==> config.mk <==
export PLATFORM = sky130hd
export DESIGN_NAME = frspc_top
export DESIGN_NICKNAME = d
export VERILOG_FILES = /design/src/rtl/frspc_top.v
export VERILOG_INCLUDE_DIRS = /design/src /design/src/shared
export SDC_FILE = /design/constraint.sdc
export NUM_CORES = 1
export LEC_CHECK = 0
export BUFFER_PORTS_ARGS = -buffer_cell sky130_fd_sc_hd__buf_4
export CELL_PAD_IN_SITES_DETAIL_PLACEMENT = 2
export CELL_PAD_IN_SITES_GLOBAL_PLACEMENT = 2
export CORE_MARGIN = 5
export CORE_UTILIZATION = 32
export DETAILED_ROUTE_END_ITERATION = 7
export PLACE_DENSITY = 0.9
export SYNTH_ARGS = -nofsm -noshare
export SYNTH_HDL_FRONTEND = slang
export SYNTH_SLANG_ARGS = --single-unit
export TNS_END_PERCENT = 5
==> constraint.sdc <==
create_clock -name mclk -period 4.1 [get_ports mclk]
set_input_delay 0.205 -clock mclk [delete_from_list [all_inputs] [get_ports mclk]]
set_output_delay 0.205 -clock mclk [all_outputs]
set_load 0.02 [all_outputs]
==> src/shared/frspc_map.vh <==
/*
  Constants of the rate, swap and power control block: register offsets,
  field positions, reset values, state codes and timing counts.
  Assumes a 250 MHz clock and a 32-bit AXI4-Lite register bus.
*/
// Contract
// - AT mode: density high at 500 Kbps or faster, low at 300/250 Kbps.
// - PS/2 mode: density is the inverse of the AT value for the rate code.
// - Data rate comes from rate table and rate code; table 11 reserved.
// - Swap field 01 or 10 moves the floppy interface to the printer pins.
// - While swapped, control writes blocked; data writes stored but inert.
// - While swapped, control and status reads give cable-absent patterns.
// - Single swap: strobe and data bit 6 are inputs; drive status combined.
// - Dual swap: strobe and bit 6 carry second select and motor; native off.
// - Swapped printer DMA floats unless ECP with DMA; interrupt per setting.
// - Controller power clear enters PD from IDLE or APD; set returns IDLE.
// - Low-power request enters APD when idle; wake to BUSY clears request.
// - Auto mode enters APD after 10 ms quiet; status access restarts timer.
// - APD floats write gate, motors, write data, selects; head pins active.
// - APD holds interrupt and DMA low, PD floats both; state reported.
// - Serial power clear enters PD when idle; outputs held inactive.
// - Serial auto power-down per direction; writes, input, ring wake.
// - Ring-indicate change events stay alive during serial power-down.
// - Printer power clear stops clock, locks registers, floats outputs.
// - Printer auto power-down stops EPP or ECP clock when mode unused.
// - Strap on first DMA request pin sets default bit and IR polarity 1.
`ifndef FRSPC_MAP_VH
`define FRSPC_MAP_VH

// ==========================================================
// register offsets (byte addresses)
`define FRS_OFF_CFG      12'h000
`define FRS_OFF_PWR      12'h004
`define FRS_OFF_STAT     12'h008
`define FRS_OFF_PDATA    12'h010
`define FRS_OFF_PCTRL    12'h014
`define FRS_OFF_PSTAT    12'h018

// ==========================================================
// configuration fields
`define FRS_CFG_RATE     1:0
`define FRS_CFG_PS2      2
`define FRS_CFG_TABLE    5:4
`define FRS_CFG_SWAP     9:8
`define FRS_CFG_DMAEN    10
`define FRS_CFG_IRQLOW   11
`define FRS_CFG_IRPOL    12
`define FRS_CFG_MASK     32'h00001F37
// power fields
`define FRS_PWR_FDC      0
`define FRS_PWR_LOWREQ   1
`define FRS_PWR_FDCAUTO  2
`define FRS_PWR_SER      5:4
`define FRS_PWR_SERAPD   7:6
`define FRS_PWR_LPT      8
`define FRS_PWR_LPTAPD   9
`define FRS_PWR_RESET    32'h00000131
`define FRS_PWR_MASK     32'h000003F7

// ==========================================================
// codes
`define FRS_SWAP_SINGLE  2'b01
`define FRS_SWAP_DUAL    2'b10
`define FRS_TBL_STD      2'b00
`define FRS_TBL_3MODE    2'b01
`define FRS_TBL_TAPE     2'b10
`define FRS_ST_IDLE      2'b00
`define FRS_ST_BUSY      2'b01
`define FRS_ST_APD       2'b10
`define FRS_ST_PD        2'b11
`define FRS_MSR_READY    8'h80
`define FRS_ECR_EPP      3'b100
`define FRS_ECR_SPP      3'b000
`define FRS_ECR_PS2      3'b001
`define FRS_PCTRL_NOCBL  8'h04
`define FRS_PSTAT_NOCBL  8'h48
`define FRS_RESP_OKAY    2'b00
`define FRS_RESP_SLVERR  2'b10

// ==========================================================
// timing
`define FRS_CLK_MHZ      250
`define FRS_APD_TIME_US  10000
`define FRS_APD_CYCLES   (`FRS_APD_TIME_US * `FRS_CLK_MHZ)

`endif

==> src/rtl/frspc_top.v <==
/*
  Rate decode, printer-port swap and power-down control for the floppy
  controller, two serial ports and the printer port, with AXI4-Lite
  registers. Assumes the controller, serial and printer cores supply
  their status as synchronous levels and one-cycle access pulses.
*/
// The AXI4-Lite register port and the placing of the registers were decided locally.
`timescale 1ns/1ps
`include "frspc_map.vh"

module frspc_top #(
  parameter APD_CYCLES = `FRS_APD_CYCLES
)(
  // clock, reset, enable
  input  wire        mclk,
  input  wire        reset_n,
  input  wire        ce,
  // axi4-lite slave
  input  wire [11:0] s_axi_awaddr,
  input  wire        s_axi_awvalid,
  output reg         s_axi_awready,
  input  wire [31:0] s_axi_wdata,
  input  wire [3:0]  s_axi_wstrb,
  input  wire        s_axi_wvalid,
  output reg         s_axi_wready,
  output reg  [1:0]  s_axi_bresp,
  output reg         s_axi_bvalid,
  input  wire        s_axi_bready,
  input  wire [11:0] s_axi_araddr,
  input  wire        s_axi_arvalid,
  output reg         s_axi_arready,
  output reg  [31:0] s_axi_rdata,
  output reg  [1:0]  s_axi_rresp,
  output reg         s_axi_rvalid,
  input  wire        s_axi_rready,
  // floppy controller status
  input  wire        fdc_idle,
  input  wire [7:0]  main_status_reg,
  input  wire        fdc_int_pending,
  input  wire        head_unload_expired,
  input  wire [1:0]  fdc_motor_en,
  input  wire        fdc_status_access,
  input  wire        fdc_soft_reset,
  input  wire        fdc_irq_req,
  input  wire        fdc_drq_req,
  input  wire        fdc_sel1_n,
  input  wire        fdc_motor1_n,
  input  wire [4:0]  fdd_status_n,
  input  wire [4:0]  lpt_status_n,
  // serial cores
  input  wire [1:0]  ser_tx_empty,
  input  wire [1:0]  ser_rx_waiting,
  input  wire [1:0]  ser_tx_write,
  input  wire [1:0]  serial_input_pin,
  input  wire [1:0]  ring_indicate,
  // printer core
  input  wire [7:0]  printer_status_in,
  input  wire        epp_configured,
  input  wire        ecp_configured,
  input  wire [2:0]  ecr_mode,
  input  wire        lpt_drq_req,
  input  wire        lpt_drq_en,
  input  wire        lpt_irq_req,
  input  wire        lpt_irq_en,
  input  wire        first_dma_request_pin,
  // drive side
  output reg         density_select_out,
  output reg  [1:0]  data_rate_out,
  output reg         fdd_ctl_oe,
  output reg         fdd_head_oe,
  output reg  [4:0]  fdc_status_n,
  output reg         strobe_pin_o,
  output reg         strobe_pin_oe,
  output reg         printer_data_bit6_o,
  output reg         printer_data_bit6_oe,
  // printer side
  output reg  [7:0]  printer_data_out,
  output reg  [3:0]  printer_ctrl_out,
  output reg         lpt_out_oe,
  output reg         lpt_drq_o,
  output reg         lpt_drq_oe,
  output reg         lpt_irq_o,
  output reg         lpt_irq_oe,
  output reg         lpt_clk_en,
  output reg         epp_clk_en,
  output reg         ecp_clk_en,
  // controller system side
  output reg         controller_interrupt_o,
  output reg         controller_interrupt_oe,
  output reg         controller_dma_request_o,
  output reg         controller_dma_request_oe,
  output reg  [1:0]  fdc_power_state,
  output reg         fdc_clk_en,
  output reg         fdc_regs_ro,
  // serial side
  output reg  [1:0]  ser_clk_en,
  output reg  [1:0]  ser_regs_ro,
  output reg  [1:0]  ser_out_inactive,
  output reg  [1:0]  ser_ri_change,
  output reg         ir_rx_invert
);

  // ==========================================================
  // register bus state
  reg  [31:0] cfg;
  reg  [31:0] pwr;
  reg  [7:0]  pdata;
  reg  [3:0]  pctrl;
  reg  [11:0] aw_addr;
  reg  [31:0] w_data;
  reg         aw_held;
  reg         w_held;
  reg         regdef;
  reg         strap_done;
  reg  [1:0]  fdc_st;
  reg  [1:0]  next_fdc_st;
  reg  [21:0] apd_cnt;
  reg  [1:0]  ser_pd;
  reg  [1:0]  ser_tx_apd;
  reg  [1:0]  ser_rx_apd;
  reg  [1:0]  sin_prev;
  reg  [1:0]  ri_prev;
  reg         high_rate;
  reg  [31:0] rd_val;
  reg         rd_hit;

  wire [1:0]  swap   = cfg[`FRS_CFG_SWAP];
  wire        sw_one = (swap == `FRS_SWAP_SINGLE);
  wire        sw_two = (swap == `FRS_SWAP_DUAL);
  wire        swapped = sw_one | sw_two;
  wire        do_wr  = aw_held & w_held & ~s_axi_bvalid;
  wire        fdc_pd = (fdc_st == `FRS_ST_PD);
  wire        fdc_apd = (fdc_st == `FRS_ST_APD);
  wire        fdc_quiet = (fdc_motor_en == 2'b00) & ~fdc_int_pending &
                          (main_status_reg == `FRS_MSR_READY) & head_unload_expired;
  wire        fdc_wake = fdc_status_access | fdc_soft_reset | (|fdc_motor_en);
  wire        apd_done = (apd_cnt == APD_CYCLES[21:0] - 22'd1);
  wire        low_clr = fdc_apd & fdc_wake;
  wire        wr_cfg = do_wr & (aw_addr == `FRS_OFF_CFG);
  wire        wr_pwr = do_wr & (aw_addr == `FRS_OFF_PWR);
  wire [31:0] cfg_wr = w_data & `FRS_CFG_MASK;
  wire [1:0]  ri_tog = ring_indicate ^ ri_prev;
  wire [1:0]  sin_tog = serial_input_pin ^ sin_prev;
  wire        ecp_used = ecp_configured & (ecr_mode != `FRS_ECR_SPP) &
                         (ecr_mode != `FRS_ECR_PS2) & (ecr_mode != `FRS_ECR_EPP);
  wire        epp_used = epp_configured |
                         (ecp_configured & (ecr_mode == `FRS_ECR_EPP));

  // ==========================================================
  // density decode follows the rate code alone, so 3-mode 360 rpm stays low
  always @*
  begin
    case (cfg[`FRS_CFG_RATE])
      2'b00:   high_rate = 1'b1;
      2'b11:   high_rate = 1'b1;
      2'b01:   high_rate = 1'b0;  // faster table entries on this code stay low
      default: high_rate = 1'b0;
    endcase
  end

  // ==========================================================
  // write channel: address and data taken in either order
  always @(posedge mclk)
  begin
    if (!reset_n)
    begin
      s_axi_awready <= 1'b1;
      s_axi_wready  <= 1'b1;
      aw_held       <= 1'b0;
      w_held        <= 1'b0;
      aw_addr       <= 12'h000;
      w_data        <= 32'h00000000;
      s_axi_bvalid  <= 1'b0;
      s_axi_bresp   <= `FRS_RESP_OKAY;
    end
    else if (ce)
    begin
      if (s_axi_awvalid & s_axi_awready)
      begin
        aw_addr       <= {s_axi_awaddr[11:2], 2'b00};
        aw_held       <= 1'b1;
        s_axi_awready <= 1'b0;
      end
      if (s_axi_wvalid & s_axi_wready)
      begin
        w_data       <= s_axi_wdata;
        w_held       <= 1'b1;
        s_axi_wready <= 1'b0;
      end
      if (do_wr)
      begin
        s_axi_bvalid <= 1'b1;
        s_axi_bresp  <= (aw_addr == `FRS_OFF_CFG || aw_addr == `FRS_OFF_PWR ||
                         aw_addr == `FRS_OFF_PDATA || aw_addr == `FRS_OFF_PCTRL) ?
                        `FRS_RESP_OKAY : `FRS_RESP_SLVERR;
        aw_held      <= 1'b0;
        w_held       <= 1'b0;
      end
      if (s_axi_bvalid & s_axi_bready)
      begin
        s_axi_bvalid  <= 1'b0;
        s_axi_awready <= 1'b1;
        s_axi_wready  <= 1'b1;
      end
    end
  end

  // ==========================================================
  // configuration and power registers; strap caught after release
  always @(posedge mclk)
  begin
    if (!reset_n)
    begin
      cfg        <= 32'h00000000;
      pwr        <= `FRS_PWR_RESET;
      pdata      <= 8'h00;
      pctrl      <= 4'h0;
      regdef     <= 1'b0;
      strap_done <= 1'b0;
    end
    else if (ce)
    begin
      if (!strap_done)
      begin
        regdef          <= first_dma_request_pin;
        cfg[`FRS_CFG_IRPOL] <= first_dma_request_pin;
        strap_done      <= 1'b1;
      end
      else if (wr_cfg)
      begin
        // rate code and PS/2 bits are frozen while the controller is powered down; the table field is not
        cfg[31:4] <= cfg_wr[31:4];
        if (!fdc_pd)
          cfg[3:0] <= cfg_wr[3:0];
      end
      // hardware clear of the low-power request loses to a software set
      if (wr_pwr)
        pwr <= w_data & `FRS_PWR_MASK;
      else if (low_clr || (fdc_pd && pwr[`FRS_PWR_FDC]))
        pwr[`FRS_PWR_LOWREQ] <= 1'b0;
      if (do_wr && aw_addr == `FRS_OFF_PDATA && pwr[`FRS_PWR_LPT])
        pdata <= w_data[7:0];
      if (do_wr && aw_addr == `FRS_OFF_PCTRL && pwr[`FRS_PWR_LPT] && !swapped)
        pctrl <= w_data[3:0];
    end
  end

  // ==========================================================
  // read channel: one cycle from address to data
  always @*
  begin
    rd_hit = 1'b1;
    case ({s_axi_araddr[11:2], 2'b00})
      `FRS_OFF_CFG:   rd_val = cfg;
      `FRS_OFF_PWR:   rd_val = pwr;
      `FRS_OFF_STAT:  rd_val = {20'h00000, data_rate_out, density_select_out,
                                regdef, ser_rx_apd, ser_tx_apd, ser_pd, fdc_st};
      `FRS_OFF_PDATA: rd_val = {24'h000000, pdata};
      `FRS_OFF_PCTRL: rd_val = swapped ? {24'h000000, `FRS_PCTRL_NOCBL} :
                                         {28'h0000000, pctrl};
      `FRS_OFF_PSTAT: rd_val = swapped ? {24'h000000, `FRS_PSTAT_NOCBL} :
                                         {24'h000000, printer_status_in};
      default:
      begin
        rd_val = 32'h00000000;
        rd_hit = 1'b0;
      end
    endcase
  end

  always @(posedge mclk)
  begin
    if (!reset_n)
    begin
      s_axi_arready <= 1'b1;
      s_axi_rvalid  <= 1'b0;
      s_axi_rdata   <= 32'h00000000;
      s_axi_rresp   <= `FRS_RESP_OKAY;
    end
    else if (ce)
    begin
      if (s_axi_arvalid & s_axi_arready)
      begin
        s_axi_rdata   <= rd_val;
        s_axi_rresp   <= rd_hit ? `FRS_RESP_OKAY : `FRS_RESP_SLVERR;
        s_axi_rvalid  <= 1'b1;
        s_axi_arready <= 1'b0;
      end
      else if (s_axi_rvalid & s_axi_rready)
      begin
        s_axi_rvalid  <= 1'b0;
        s_axi_arready <= 1'b1;
      end
    end
  end

  // ==========================================================
  // controller power state machine; direct power-down has top priority except in BUSY, which waits for idle first
  always @*
  begin
    next_fdc_st = fdc_st;
    case (fdc_st)
      `FRS_ST_IDLE:
        if (!pwr[`FRS_PWR_FDC])
          next_fdc_st = `FRS_ST_PD;
        else if (pwr[`FRS_PWR_LOWREQ])
          next_fdc_st = `FRS_ST_APD;
        else if (pwr[`FRS_PWR_FDCAUTO] && fdc_quiet && apd_done)
          next_fdc_st = `FRS_ST_APD;
        else if (!fdc_idle)
          next_fdc_st = `FRS_ST_BUSY;
      `FRS_ST_BUSY:
        if (fdc_idle)
          next_fdc_st = `FRS_ST_IDLE;
      `FRS_ST_APD:
        if (!pwr[`FRS_PWR_FDC])
          next_fdc_st = `FRS_ST_PD;
        else if (fdc_wake)
          next_fdc_st = `FRS_ST_BUSY;
      `FRS_ST_PD:
        if (pwr[`FRS_PWR_FDC])
          next_fdc_st = `FRS_ST_IDLE;
      default:
        next_fdc_st = `FRS_ST_IDLE;
    endcase
  end

  // quiet timer runs only while idle in auto mode; a status access restarts it
  always @(posedge mclk)
  begin
    if (!reset_n)
    begin
      fdc_st  <= `FRS_ST_IDLE;
      apd_cnt <= 22'd0;
    end
    else if (ce)
    begin
      fdc_st <= next_fdc_st;
      if (fdc_st != `FRS_ST_IDLE || !pwr[`FRS_PWR_FDCAUTO] || !fdc_quiet ||
          fdc_status_access || apd_done)
        apd_cnt <= 22'd0;
      else
        apd_cnt <= apd_cnt + 22'd1;
    end
  end

  // ==========================================================
  // serial ports: per-direction auto power-down, direct power-down
  genvar gi;
  generate
    for (gi = 0; gi < 2; gi = gi + 1)
    begin : g_ser
      always @(posedge mclk)
      begin
        if (!reset_n)
        begin
          ser_pd[gi]     <= 1'b0;
          ser_tx_apd[gi] <= 1'b0;
          ser_rx_apd[gi] <= 1'b0;
          sin_prev[gi]   <= serial_input_pin[gi];  // no false edge on release
          ri_prev[gi]    <= ring_indicate[gi];
        end
        else if (ce)
        begin
          sin_prev[gi] <= serial_input_pin[gi];
          ri_prev[gi]  <= ring_indicate[gi];
          if (!pwr[4 + gi] && (ser_tx_empty[gi] || ser_tx_apd[gi]) &&
              (ser_rx_waiting[gi] || ser_rx_apd[gi]))
            ser_pd[gi] <= 1'b1;
          else if (pwr[4 + gi])
            ser_pd[gi] <= 1'b0;
          // wake events win over entry in the same cycle
          if (ser_tx_write[gi] || ri_tog[gi] || !pwr[6 + gi])
            ser_tx_apd[gi] <= 1'b0;
          else if (ser_tx_empty[gi])
            ser_tx_apd[gi] <= 1'b1;
          if (sin_tog[gi] || ri_tog[gi] || !pwr[6 + gi])
            ser_rx_apd[gi] <= 1'b0;
          else if (ser_rx_waiting[gi])
            ser_rx_apd[gi] <= 1'b1;
        end
      end
    end
  endgenerate

  // ==========================================================
  // output registers
  always @(posedge mclk)
  begin
    if (!reset_n)
    begin
      density_select_out        <= 1'b1;
      data_rate_out             <= 2'b00;
      fdd_ctl_oe                <= 1'b1;
      fdd_head_oe               <= 1'b1;
      fdc_status_n              <= 5'h1F;
      strobe_pin_o              <= 1'b1;
      strobe_pin_oe             <= 1'b0;
      printer_data_bit6_o       <= 1'b1;
      printer_data_bit6_oe      <= 1'b0;
      printer_data_out          <= 8'h00;
      printer_ctrl_out          <= 4'h0;
      lpt_out_oe                <= 1'b0;
      lpt_drq_o                 <= 1'b0;
      lpt_drq_oe                <= 1'b0;
      lpt_irq_o                 <= 1'b0;
      lpt_irq_oe                <= 1'b0;
      lpt_clk_en                <= 1'b1;
      epp_clk_en                <= 1'b1;
      ecp_clk_en                <= 1'b1;
      controller_interrupt_o    <= 1'b0;
      controller_interrupt_oe   <= 1'b1;
      controller_dma_request_o  <= 1'b0;
      controller_dma_request_oe <= 1'b1;
      fdc_power_state           <= `FRS_ST_IDLE;
      fdc_clk_en                <= 1'b1;
      fdc_regs_ro               <= 1'b0;
      ser_clk_en                <= 2'b11;
      ser_regs_ro               <= 2'b00;
      ser_out_inactive          <= 2'b00;
      ser_ri_change             <= 2'b00;
      ir_rx_invert              <= 1'b0;
    end
    else if (ce)
    begin
      // drive side: rate pins, density and swap routing
      data_rate_out      <= cfg[`FRS_CFG_RATE];
      density_select_out <= high_rate ^ cfg[`FRS_CFG_PS2];
      fdd_ctl_oe         <= ~sw_two & ~fdc_apd & ~fdc_pd;
      fdd_head_oe        <= ~sw_two & ~fdc_pd;
      if (sw_one)
        fdc_status_n <= fdd_status_n & lpt_status_n;
      else if (sw_two)
        fdc_status_n <= lpt_status_n;
      else
        fdc_status_n <= fdd_status_n;
      strobe_pin_o         <= sw_two ? fdc_sel1_n : ~pctrl[0];
      strobe_pin_oe        <= sw_two | (~swapped & lpt_out_oe);
      printer_data_bit6_o  <= sw_two ? fdc_motor1_n : printer_data_out[6];
      printer_data_bit6_oe <= sw_two | (~swapped & lpt_out_oe);
      // printer side: data writes take no effect while swapped
      if (!swapped)
        printer_data_out <= pdata;
      printer_ctrl_out <= pctrl;
      lpt_out_oe       <= pwr[`FRS_PWR_LPT] & ~swapped;
      lpt_drq_o        <= swapped ? 1'b0 : lpt_drq_req;
      lpt_drq_oe       <= swapped ? (ecp_configured & cfg[`FRS_CFG_DMAEN]) :
                          (lpt_drq_en & pwr[`FRS_PWR_LPT]);
      lpt_irq_o        <= swapped ? 1'b0 : lpt_irq_req;
      lpt_irq_oe       <= swapped ? cfg[`FRS_CFG_IRQLOW] :
                          (lpt_irq_en & pwr[`FRS_PWR_LPT]);
      lpt_clk_en       <= pwr[`FRS_PWR_LPT];
      epp_clk_en       <= pwr[`FRS_PWR_LPT] &
                          (~pwr[`FRS_PWR_LPTAPD] | epp_used);
      ecp_clk_en       <= pwr[`FRS_PWR_LPT] &
                          (~pwr[`FRS_PWR_LPTAPD] | ecp_used);
      // controller system side
      controller_interrupt_o    <= ~fdc_apd & ~fdc_pd & fdc_irq_req;
      controller_interrupt_oe   <= ~fdc_pd;
      controller_dma_request_o  <= ~fdc_apd & ~fdc_pd & fdc_drq_req;
      controller_dma_request_oe <= ~fdc_pd;
      fdc_power_state           <= fdc_st;
      fdc_clk_en                <= ~fdc_apd & ~fdc_pd;
      fdc_regs_ro               <= fdc_pd;
      // serial side: outputs held inactive, never floated
      ser_clk_en       <= ~ser_pd & ~(ser_tx_apd & ser_rx_apd);
      ser_regs_ro      <= ser_pd;
      ser_out_inactive <= ser_pd | (ser_tx_apd & ser_rx_apd);
      ser_ri_change    <= ri_tog;
      ir_rx_invert     <= cfg[`FRS_CFG_IRPOL];
    end
  end

endmodule

* After elaboration in Yosys (flattened, before gate mapping)
Cells that the tools add are included. Widths: inputs -> output; s select.
Word-level totals: bits of input ports 125, bits in registers 182
Operators by class: equal/unequal tests 25, bitwise operators 55, reduce and logical (&&, ||, !) cells 88, add/sub/neg operators 1, muxes and demuxes 64
Operator list (number):
- $pmux 13 s6 | 1
- $eq 10x3->1 const B | 5
- $reduce_and 2->1 | 23
- $mux 1 | 45
- $and 1x1->1 | 30
- $reduce_bool 2->1 | 14
- $add 22x1->22 const B | 1
- $eq 22x22->1 const B | 1
- $mux 22 | 1
- $eq 10x1->1 const B | 2
- $logic_or 1x1->1 | 20
- $mux 2 | 10
- $mux 13 | 1
- $logic_and 1x1->1 | 12
- $logic_not 12->1 | 1
- $eq 10x2->1 const B | 1
- $logic_not 10->1 | 1
- $mux 5 | 2
- $not 1->1 | 9
- $eq 2x2->1 const B | 4
- $eq 8x8->1 const B | 1
- $mux 8 | 1
- $pmux 2 s4 | 1
- $logic_not 1->1 | 7
- other kinds (24) | 39

* Depth between registers and ports, before layout
Gate-level depths: netlist (run 1).
word-level depth 10, mapped depth 8, gate-level depth less buffers 7

* Worst setup path before layout (run 1)
Ideal clock, no wire load.
path type flip-flop to flip-flop, start point register cfg[8], end point register s_axi_rdata[0], clock period less this slack 1.849 ns, cell stages (with the launch flop) 8, path buffers 0, arrival 1.728 ns, slack 2.251 ns, path through dfxtp_1 inv_1 ha_1 and2_1 mux4_2 nor4b_1 a221oi_1 o21ai_1
On the way: longest elaborated chain between the ends 4, elaborated cells between the ends (all ways) 6
Ends and longest elaborated chain:
- start: declaration | RTL line frspc_top.v:105 | reg [31:0] cfg;
- start signal: indexed assignment | RTL line frspc_top.v:226 | cfg[`FRS_CFG_IRPOL] <= first_dma_request_pin;
- start signal: assignment | RTL line frspc_top.v:232 | cfg[31:4] <= cfg_wr[31:4];
- $eq 2x1->1 (no source line) or $eq 2x2->1 (tied branches)
- $or 1x1->1 * | RTL line frspc_top.v:130 | wire swapped = sw_one | sw_two;
- $mux 8 or $mux 4 (tied branches) | RTL line frspc_top.v:261, frspc_top.v:259
- $pmux 13 s6 * | RTL line frspc_top.v:253 | case ({s_axi_araddr[11:2], 2'b00})
- end signal: assignment | RTL line frspc_top.v:284 | s_axi_rdata <= rd_val;
- end: declaration | RTL line frspc_top.v:32 | output reg [31:0] s_axi_rdata,
Mark *: on every way between the ends. The rest lies on a longest branch, timed or not. A chain may end at the register's enable or synchronous reset.

* Worst setup path after layout (run 1)
Ends and elaborated chain as after synthesis.

==> summary.md, run 1 <==
| Metric | Value |
|---|---|
| Clock H-tree levels | 4 |
| Clock buffer count from CTS | 17 |
| Total routing usage reported by global routing | 20.7% |
| Register share of total power | 46.6% |
| Finish-stage setup viols | 0 |
| Net count, final | 1081 |
| Count of cell types in the netlist | 69 |
| Post-synth top area share | 43.3% |
| Area growth, synth to finish | 26.8% |
| Maximum vdd ir drop | 0.271 mV |
| Fraction of final layout cells with drive strength greater than 1 | 22.9% |
| Skew-Pair Late Insertion Delay | 0.44 ns |
| Final worst-path cycle share | 59.1% |
| Total detailed-routing wirelength | 26600 µm |
| Average routed wire per standard cell | 21.3 µm |
| Unrepaired setup endpoints after global routing | no |
| Maximum Capacitance Violations | 0 |
| Weighted congestion reported at the end of routability-driven placement | 0.841 |
| TritonCTS clock tree | built |
| Final slew viol count | 0 |
| Initial antenna violation count | 0 |
| Net Sw Power | 968 µW |
| Predominant post-synthesis flop cell | sky130_fd_sc_hd__dfxtp_1 |
| Detailed Routing Iterations Pass 1 | 5 |
| Instance count of the mapped netlist | 808 |
| Yosys warnings | 0 |
| HP Class | primary input to flop |
| Core region area | 0.0225 mm² |
| Total standard cell area after synthesis | 0.00726 mm² |
| Cells taking the most area after synthesis | sky130_fd_sc_hd__dfxtp_1, sky130_fd_sc_hd__nand2_1, sky130_fd_sc_hd__mux2i_1 |
| Measured slew at the worst slew-check pin | 0.957 ns |
| Mean cell area of the mapped netlist | 8.98 µm² |
| Synth async-reset ratio | 0% |
| Clock buffer depth | 2 |
| Clock edge transition at the registers on the reported setup and hold paths | 0.07 ns |
| Largest net degree at the start of global routing | 104 |
| Vias in the first global route | 7335 |
| Final instance area | 0.00920 mm² |
| DR DRC count | 0 |
| Type of element launching the critical path | flop |
| DR iter-0 viols | 301 |
| Leak pwr | 3.74 nW |
| Placed wire-length estimate after detailed placement | 18900 µm |
| Maximum frequency from static timing analysis | 412 MHz |
| Number of flops mapped to enable cells by yosys | 4 |
| Clk Tree Root Cell | sky130_fd_sc_hd__clkbuf_16 |
| Worst slew margin relative to its limit | 36.2% |
| Cell-internal power | 2.57 mW |
| Run status | finished, final reports clean |
| Worst Clk Skew | 0.0148 ns |
| Overall die area | 0.0258 mm² |
| # clock sinks | 161 |
| Req. time, crit path | 4.42 ns |
| Die outline width | 161 µm |
| Area after detailed placement | 0.00860 mm² |
| Period minus WS final | 2.42 ns |
| Final global-route overflow total | 0 |
| Final Hold Vio Count | 0 |
| First-pass GRT wire length | 42100 µm |
| Port Buffers | 168 |
| Antenna diodes | 0 |
| Portion of total power attributed to the clock network | 43.6% |
| Effective utilization at floorplan | 32.3% |
| Site Rows | 55 |
| Antenna-violating nets left | 0 |
| Cell taking the most area after synthesis | sky130_fd_sc_hd__dfxtp_1 |
| Maximum fanout along the worst path | 14 |
| Data arrival time of the worst path | 2.74 ns |
| Sum Neg Setup Slack | 0 ns |
| Combinational cell fraction of total power | 9.7% |
| Power density relative to cell area | 384 mW/mm² |
| Net switching share of the total power | 27.4% |
| Crit. End Element | flop |
| Kind of critical path | flop to flop |
| Sequential fraction of the synthesis area | 45.0% |
| Total number of vias | 6486 |
| Number of register bits inferred by synthesis | 161 |
| Via-per-instance ratio | 5.18 |
| Count of boundary I/O pins | 217 |
| Die outline height | 161 µm |
[state kept, by name, summed over array words and instances (netlist names), 4 cells and up]
register	flops
apd_cnt	22
s_axi_rdata	13
w_data	13
aw_addr	10
cfg	10
pwr	9
pdata	8
printer_data_out	8
fdc_status_n	5
pctrl	4
printer_ctrl_out	4
[worst max-delay path, stage by stage (launching register included)]
cell and delay [ns]:
sky130_fd_sc_hd__dfxtp_1 0.41, sky130_fd_sc_hd__inv_1 0.08, sky130_fd_sc_hd__ha_1 0.54, sky130_fd_sc_hd__and2_1 0.28, sky130_fd_sc_hd__mux4_2 0.49, sky130_fd_sc_hd__nor4b_1 0.17
sky130_fd_sc_hd__a221oi_1 0.24, sky130_fd_sc_hd__o21ai_1 0.09
[kinds of logic (layout without fill, tap and decap cells)]
kind of cell	Yosys count	after routing	share of synthesized area (%)
xor gates and xnor gates	27	27	3.26
and+or+nand+nor	329	329	23.5
adders and majority gates	3	3	0.517
DFF	161	161	45.0
AOI/OAI and AO/OA	157	157	15.4
buffers and inverters	87	225	6.20
other	1	21	0.0517
muxes	43	43	6.10
[Yosys cell counts, drive strengths merged (7+ instances only)]
cell type	n
mux2i	42
a21oi	27
nor3	11
buf	33
dfxtp	157
nand3	24
a21boi	38
xnor2	13
nand4	12
nor4	13
o211a	8
xor2	14
and3	10
a22oi	7
nand2b	7
nand2	131
o21ai	34
nor2	45
inv	15
clkbuf	39
nor2b	47
[what timing repair did]
item                                   4_1_cts  5_1_grt
gates resized for setup                      0        0
hold buffers                                 5        0
endpoints found under the hold margin        5        0
setup endpoints to repair                    0        0
buffers inserted                             0        0
[path summary, 6_finish.rpt]
path	cells past startpoint	from	endpoint	slack (ns)
max reg2reg	7	cfg[8]	s_axi_rdata[0]	1.68
min	3	s_axi_wdata[10]	w_data[10]	0.02
min reg2reg	2	s_axi_rdata[9]	s_axi_rdata[9]	0.46
max	7	cfg[8]	s_axi_rdata[0]	1.68
[power groups by stage]
stage | Clock (mW) | Sequential, mW | Combinational, mW
6_report | 1.54 | 1.65 | 0.344
5_1_grt | 1.64 | 1.66 | 0.371
4_1_cts | 1.58 | 1.65 | 0.346
3_5_place_dp | 0 | 1.69 | 0.337
3_3_place_gp | 0 | 1.68 | 0.326
2_1_floorplan | 0 | 1.69 | 0.179
[per-layer routing]
layer  up-vias  part of all wire, %  GRT usage (%)
li1       3062                    -              -
met2       152                   52           38.0
met5         -                    0              0
met1      3232                   41           23.8
met3        40                  4.3           4.75
met4         0                  2.3           6.18
[cell type report]
cell class | instances | area, µm²
Clock buffer | 18 | 439
Clock inverter | 14 | 118
Fill cell | 2454 | 13300
Inverter | 15 | 56.3
Multi-Input combinational cell | 580 | 3620
Sequential cell | 161 | 3260
Tap cell | 285 | 357
Timing Repair Buffer | 178 | 1350
[placed cells by master (no fill, tap or decap), drive strengths merged, types with 13 or more instances in the layout]
master	count
clkbuf	18
inv	23
a21oi	27
a21boi	38
nor4	13
nor2	45
conb	21
nand3	24
nor2b	47
mux2i	42
xor2	14
o21ai	34
buf	173
xnor2	13
nand2	131
dfxtp	157
[metrics by stage]
step	total power, mW	util [%]	worst slack [ns]	instances	hold WS (ns)
finish	3.54	40.9	1.68	1251	0.0157
global route	3.67	40.9	1.60	1251	0.00720
CTS	3.58	40.9	1.67	1251	0.00292
detailed placement	2.02	38.2	1.73	1214	0.402
global placement	2.01	38.2	1.80	1214	0.400
floorplan	1.87	-	2.25	828	0.304
Note: power is estimated with default switching activity, not from simulation.
==> inputs of run 2 (changes only) <==
CORE_UTILIZATION = 30   (was 32)
PLACE_DENSITY = 0.85   (was 0.9)
clock period = 2.3 ns   (was 4.1 ns; I/O delays follow)
==> summary.md, run 2 (same netlist as run 1, synthesis figures left out) <==
| Metric | Value |
|---|---|
| Run status | finished, final reports clean |
| Flip-flop count of the largest register, all copies and words added | 22 |
| Most Crowded Layer GR | met2 |
| Weighted congestion reported at the end of routability-driven placement | 0.815 |
| Maximum vdd ir drop | 0.332 mV |
| Power density relative to cell area | 651 mW/mm² |
| Cell depth of the worst flop-to-flop path | 6 |
| Site Rows | 57 |
| Clock buffer count from CTS | 17 |
| Skew-Pair Late Insertion Delay | 0.43 ns |
| Die outline width | 166 µm |
| Maximum frequency from static timing analysis | 466 MHz |
| Kind of critical path | flop to flop |
| Critical-path top delay cell | sky130_fd_sc_hd__dlygate4sd3_1 |
| Antenna-violating nets left | 0 |
| Ordered cell list for the critical path | inv_1 -> ha_1 -> nor2_1 -> o21ai_0 -> a21oi_1 -> dlygate4sd3_1 |
| HP Class | primary input to flop |
| Global routing usage on met3 | 3.87% |
| Worst Clk Skew | 0.0147 ns |
| Launch instance of the worst register-to-register path | cfg[8] |
| Clock buffer depth | 2 |
| Met1 demand-to-capacity share in global routing | 22.7% |
| DR DRC count | 0 |
| Setup slack of the most critical reg-to-reg path | 0.16 ns |
| Registers with the most flip-flops | apd_cnt x22, s_axi_rdata x13, w_data x13 |
| Total number of vias | 6671 |
| Effective utilization at floorplan | 30.1% |
| Count of boundary I/O pins | 217 |
| Unrepaired setup endpoints after global routing | no |
| Area growth, synth to finish | 34.3% |
| Final core utilization | 40.4% |
| Clock edge transition at the registers on the reported setup and hold paths | 0.07 ns |
| Endpoint of the lowest-slack register-to-register path | fdc_status_n[3] |
| TritonCTS clock tree | built |
| Final Hold Vio Count | 0 |
| Initial antenna violation count | 0 |
| Req. time, crit path | 2.67 ns |
| Hold Startpoint | s_axi_rready |
| Fin worst setup slack | 0.156 ns |
| Antenna diodes | 0 |
| Crit. End Element | flop |
| First-pass GRT wire length | 41600 µm |
| Hold Crit Endpoint | s_axi_arready |
| Total detailed-routing wirelength | 27100 µm |
| Maximum fanout along the worst path | 9 |
| Die outline height | 166 µm |
| Largest net degree at the start of global routing | 79 |
| Overall die area | 0.0274 mm² |
| Worst slew margin relative to its limit | 53.6% |
| Clock H-tree levels | 4 |
| Total routing usage reported by global routing | 19.8% |
| Sum Neg Setup Slack | 0 ns |
| Detailed Routing Iterations Pass 1 | 4 |
| Average routed wire per standard cell | 20.2 µm |
| Final worst-path cycle share | 93.2% |
| Finish-stage setup viols | 0 |
| Vias in the first global route | 7447 |
| Net count, final | 1132 |
| Final global-route overflow total | 0 |
| Maximum Capacitance Violations | 0 |
| Reg with most FFs | apd_cnt |
| Leading cell types in the layout, fill and taps excluded | sky130_fd_sc_hd__buf_4, sky130_fd_sc_hd__dfxtp_1, sky130_fd_sc_hd__nand2_1, sky130_fd_sc_hd__nor2b_1, sky130_fd_sc_hd__nor2_1 |
| Placed wire-length estimate after detailed placement | 19200 µm |
| Most common cell after layout, fill and taps aside | sky130_fd_sc_hd__buf_4 |
| Period minus WS final | 2.14 ns |
| Core region area | 0.0241 mm² |
| Type of element launching the critical path | flop |
| Worst hold path stage count | 3 |
| Clk Tree Root Cell | sky130_fd_sc_hd__clkbuf_16 |
| Fraction of final layout cells with drive strength greater than 1 | 23.1% |
| Global Route met2 Usage | 36.9% |
| Via-per-instance ratio | 4.97 |
| Longest individual stage delay on the worst path | 0.56 ns |
| Leak pwr | 3.98 nW |
| Pre-CTS setup slack | 0.214 ns |
| Port Buffers | 168 |
| DR iter-0 viols | 265 |
| Final slew viol count | 0 |
| # clock sinks | 161 |
| Data arrival time of the worst path | 2.52 ns |
| Measured slew at the worst slew-check pin | 0.696 ns |
## run 2: changes by cell type in the layout (fill, tap and decap cells not counted), moves of 2 or more
cell	previous run	this run
sky130_fd_sc_hd__dlygate4sd3_1	5	43
sky130_fd_sc_hd__buf_4	173	185
sky130_fd_sc_hd__clkinvlp_4	5	1
sky130_fd_sc_hd__clkinv_2	1	3
sky130_fd_sc_hd__inv_8	2	0
## run 2: metrics by stage
step	std cells	cell area, µm²	power [mW]	hold slack [ns]
floorplan	828	7330	3.34	0.214
global placement	1266	8760	3.61	0.309
detailed placement	1266	8760	3.63	0.314
CTS	1341	9740	6.41	0.00683
global route	1341	9750	6.59	0.0129
finish	1341	9750	6.35	0.0190
## run 2: worst max-delay path by stage
stage            from         endpoint  cells past startpoint
2_1_floorplan  cfg[8]   s_axi_rdata[0]                      7
3_3_place_gp   cfg[8]   s_axi_rdata[0]                      7
3_5_place_dp   cfg[8]   s_axi_rdata[0]                      7
4_1_cts        cfg[8]   s_axi_rdata[0]                      7
5_1_grt        cfg[9]  fdc_status_n[0]                      5
6_report       cfg[8]  fdc_status_n[3]                      6
## run 2: critical path: cells and delay by family, from the launching register on
family          cells  cell delay, ns
buf+inv             2            0.63
simple gates        1            0.35
fa+ha+maj           1            0.36
flops               1            0.41
compound gates      2            0.34
## run 2: per-layer routing
metal / vias to the layer above / part of all wire [%]
li1: 3157 / -
met1: 3337 / 41
met2: 142 / 53
met3: 35 / 3.8
met4: 0 / 2.1
met5: - / 0
## run 2: what timing repair did
action / 4_1_cts / 5_1_grt
endpoints found under the hold margin: 38 / 0
resized for setup: 0 / 1
setup buffers: 0 / 0
endpoints found under the setup margin: 0 / 1
hold buffers: 43 / 0
## run 2: final cells by class
class,instances,area [µm²]
fillers,2673,14400
multi-input cells,580,3630
flip-flops and latches,161,3260
repair buffers,229,1840
clock buffers,20,457
well taps,324,405
clock inverters,12,97.6
inverters,15,56.3
## run 2: power breakdown
part | switching (mW) | internal, mW
registers | 0.0655 | 2.87
clock network | 1.26 | 1.46
logic | 0.365 | 0.326
total | 1.69 | 4.66
==> inputs of run 3 (changes only) <==
CORE_MARGIN = default   (was 5)
==> summary.md, run 3 (same netlist as run 1, synthesis figures left out) <==
| Metric | Value |
|---|---|
| Run status | finished, final reports clean |
| Finish-stage setup viols | 0 |
| Site Rows | 56 |
| Total routing usage reported by global routing | 21.9% |
| Worst Clk Skew | 0.00893 ns |
| Clock H-tree levels | 4 |
| Initial antenna violation count | 0 |
| Reg with most FFs | apd_cnt |
| Leading cell types in the layout, fill and taps excluded | sky130_fd_sc_hd__buf_4, sky130_fd_sc_hd__dfxtp_1, sky130_fd_sc_hd__nand2_1, sky130_fd_sc_hd__nor2b_1 |
| Average routed wire per standard cell | 19.8 µm |
| Final core utilization | 41.4% |
| Core region area | 0.0236 mm² |
| Registers with the most flip-flops | apd_cnt x22, s_axi_rdata x13, w_data x13 |
| Multi-input logic area | 0.00363 mm² |
| Total number of vias | 6709 |
| Final Hold Vio Count | 0 |
| Req. time, crit path | 2.62 ns |
| Net count, final | 1135 |
| Filler Cells Inserted | 2575 |
| Placed wire-length estimate after detailed placement | 18700 µm |
| Skew-Pair Late Insertion Delay | 0.43 ns |
| Fraction of final layout cells with drive strength greater than 1 | 23.0% |
| Vias in the first global route | 7428 |
| Unrepaired setup endpoints after global routing | no |
| Post-CTS Setup Bufs | 0 |
| Endpoint of the lowest-slack register-to-register path | pdata[4] |
| Hold slack final | 0.0139 ns |
| HP Class | primary input to flop |
| Leak pwr | 3.99 nW |
| Launch instance of the worst register-to-register path | aw_addr[8] |
| Clock buffer depth | 2 |
| Via-per-instance ratio | 5.01 |
| Count of boundary I/O pins | 217 |
| Crit. End Element | flop |
| Effective utilization at floorplan | 30.7% |
| Detailed Routing Iterations Pass 1 | 4 |
| Hold Startpoint | printer_status_in[4] |
| Clock buffer count from CTS | 17 |
| Power, Total | 6.48 mW |
| Hold Crit Endpoint | s_axi_rdata[4] |
| Maximum Capacitance Violations | 0 |
| Period minus WS final | 2.23 ns |
| Data arrival time of the worst path | 2.55 ns |
| Kind of critical path | flop to flop |
| Total detailed-routing wirelength | 26600 µm |
| Maximum frequency from static timing analysis | 449 MHz |
| DR DRC count | 0 |
| Antenna diodes | 0 |
| Worst slew margin relative to its limit | 54.2% |
| Final global-route overflow total | 0 |
| Port Buffers | 168 |
| Largest net degree at the start of global routing | 76 |
| # clock sinks | 161 |
| Worst hold path stage count | 3 |
| Final slew viol count | 0 |
| Final worst-path cycle share | 96.8% |
| Setup slack of the most critical reg-to-reg path | 0.07 ns |
| Flip-flop count of the largest register, all copies and words added | 22 |
| Power density relative to cell area | 662 mW/mm² |
| Die outline height | 158 µm |
| Cell depth of the worst flop-to-flop path | 5 |
| Die outline width | 158 µm |
| Maximum vdd ir drop | 0.378 mV |
| Type of element launching the critical path | flop |
| Weighted congestion reported at the end of routability-driven placement | 0.801 |
| Sequential cell area | 0.00326 mm² |
| Overall die area | 0.0248 mm² |
| Clock edge transition at the registers on the reported setup and hold paths | 0.07 ns |
| Area growth, synth to finish | 34.8% |
| Sum Neg Setup Slack | 0 ns |
| DR iter-0 viols | 257 |
| First-pass GRT wire length | 40900 µm |
| Maximum fanout along the worst path | 8 |
| TritonCTS clock tree | built |
| Measured slew at the worst slew-check pin | 0.688 ns |
| Antenna-violating nets left | 0 |
| Most common cell after layout, fill and taps aside | sky130_fd_sc_hd__buf_4 |
| Clk Tree Root Cell | sky130_fd_sc_hd__clkbuf_16 |
## run 3: cell count changes in the layout (fill, tap and decap cells not counted), moves of 2 or more
cell | previous run | this run
sky130_fd_sc_hd__inv_6 | 5 | 2
sky130_fd_sc_hd__bufinv_16 | 0 | 2
sky130_fd_sc_hd__clkinv_2 | 3 | 1
sky130_fd_sc_hd__clkinvlp_4 | 1 | 3
sky130_fd_sc_hd__dlygate4sd3_1 | 43 | 45
## run 3: power by group
part	internal, mW	switching, mW	leakage, nW
clock network	1.63	1.22	0.273
logic	0.324	0.366	2.40
registers	2.87	0.0655	1.32
total	4.83	1.65	3.99
## run 3: worst max-delay path by stage
stage | from | to | depth (start not counted)
6_report | aw_addr[8] | pdata[4] | 5
4_1_cts | aw_addr[8] | pdata[4] | 5
2_1_floorplan | cfg[8] | s_axi_rdata[0] | 7
3_3_place_gp | aw_addr[8] | pdata[2] | 5
3_5_place_dp | aw_addr[8] | pdata[0] | 5
5_1_grt | aw_addr[8] | pdata[4] | 5
## run 3: per-layer routing
layer	vias up	track usage (%)	wire, µm
met5	-	0	0
met4	0	8.14	660
met3	45	3.96	1000
met2	162	41.1	13900
met1	3337	24.4	11000
li1	3165	-	-
## run 3: per-stage QoR
step	cells	setup slack (ns)	area, µm²
after detailed placement	1262	0.0848	8760
after global routing	1338	0.00659	9790
after CTS	1338	0.0704	9780
after floorplan	828	0.451	7330
after global placement	1262	0.267	8760
final	1338	0.0735	9790
## run 3: worst max-delay path, cell delays in order, from the launching register on
cell,delay (ns)
sky130_fd_sc_hd__dfxtp_1,0.31
sky130_fd_sc_hd__nor4_1,0.56
sky130_fd_sc_hd__nand3_1,0.27
sky130_fd_sc_hd__or3_1,0.62
sky130_fd_sc_hd__mux2i_1,0.28
sky130_fd_sc_hd__nor2b_1,0.07
## run 3: final cells by class
type / count / area share [%]
repair buffers: 232 / 19.1
clock buffers: 20 / 4.56
well taps: 319 / 4.08
clock inverters: 11 / 1.32
flip-flops and latches: 161 / 33.3
inverters: 15 / 0.575
multi-input cells: 580 / 37.0
## run 3: repair_timing
action,CTS,global route
hold buffers,45,0
endpoints found under the setup margin,0,5
resized for setup,0,2
endpoints found under the hold margin,40,0
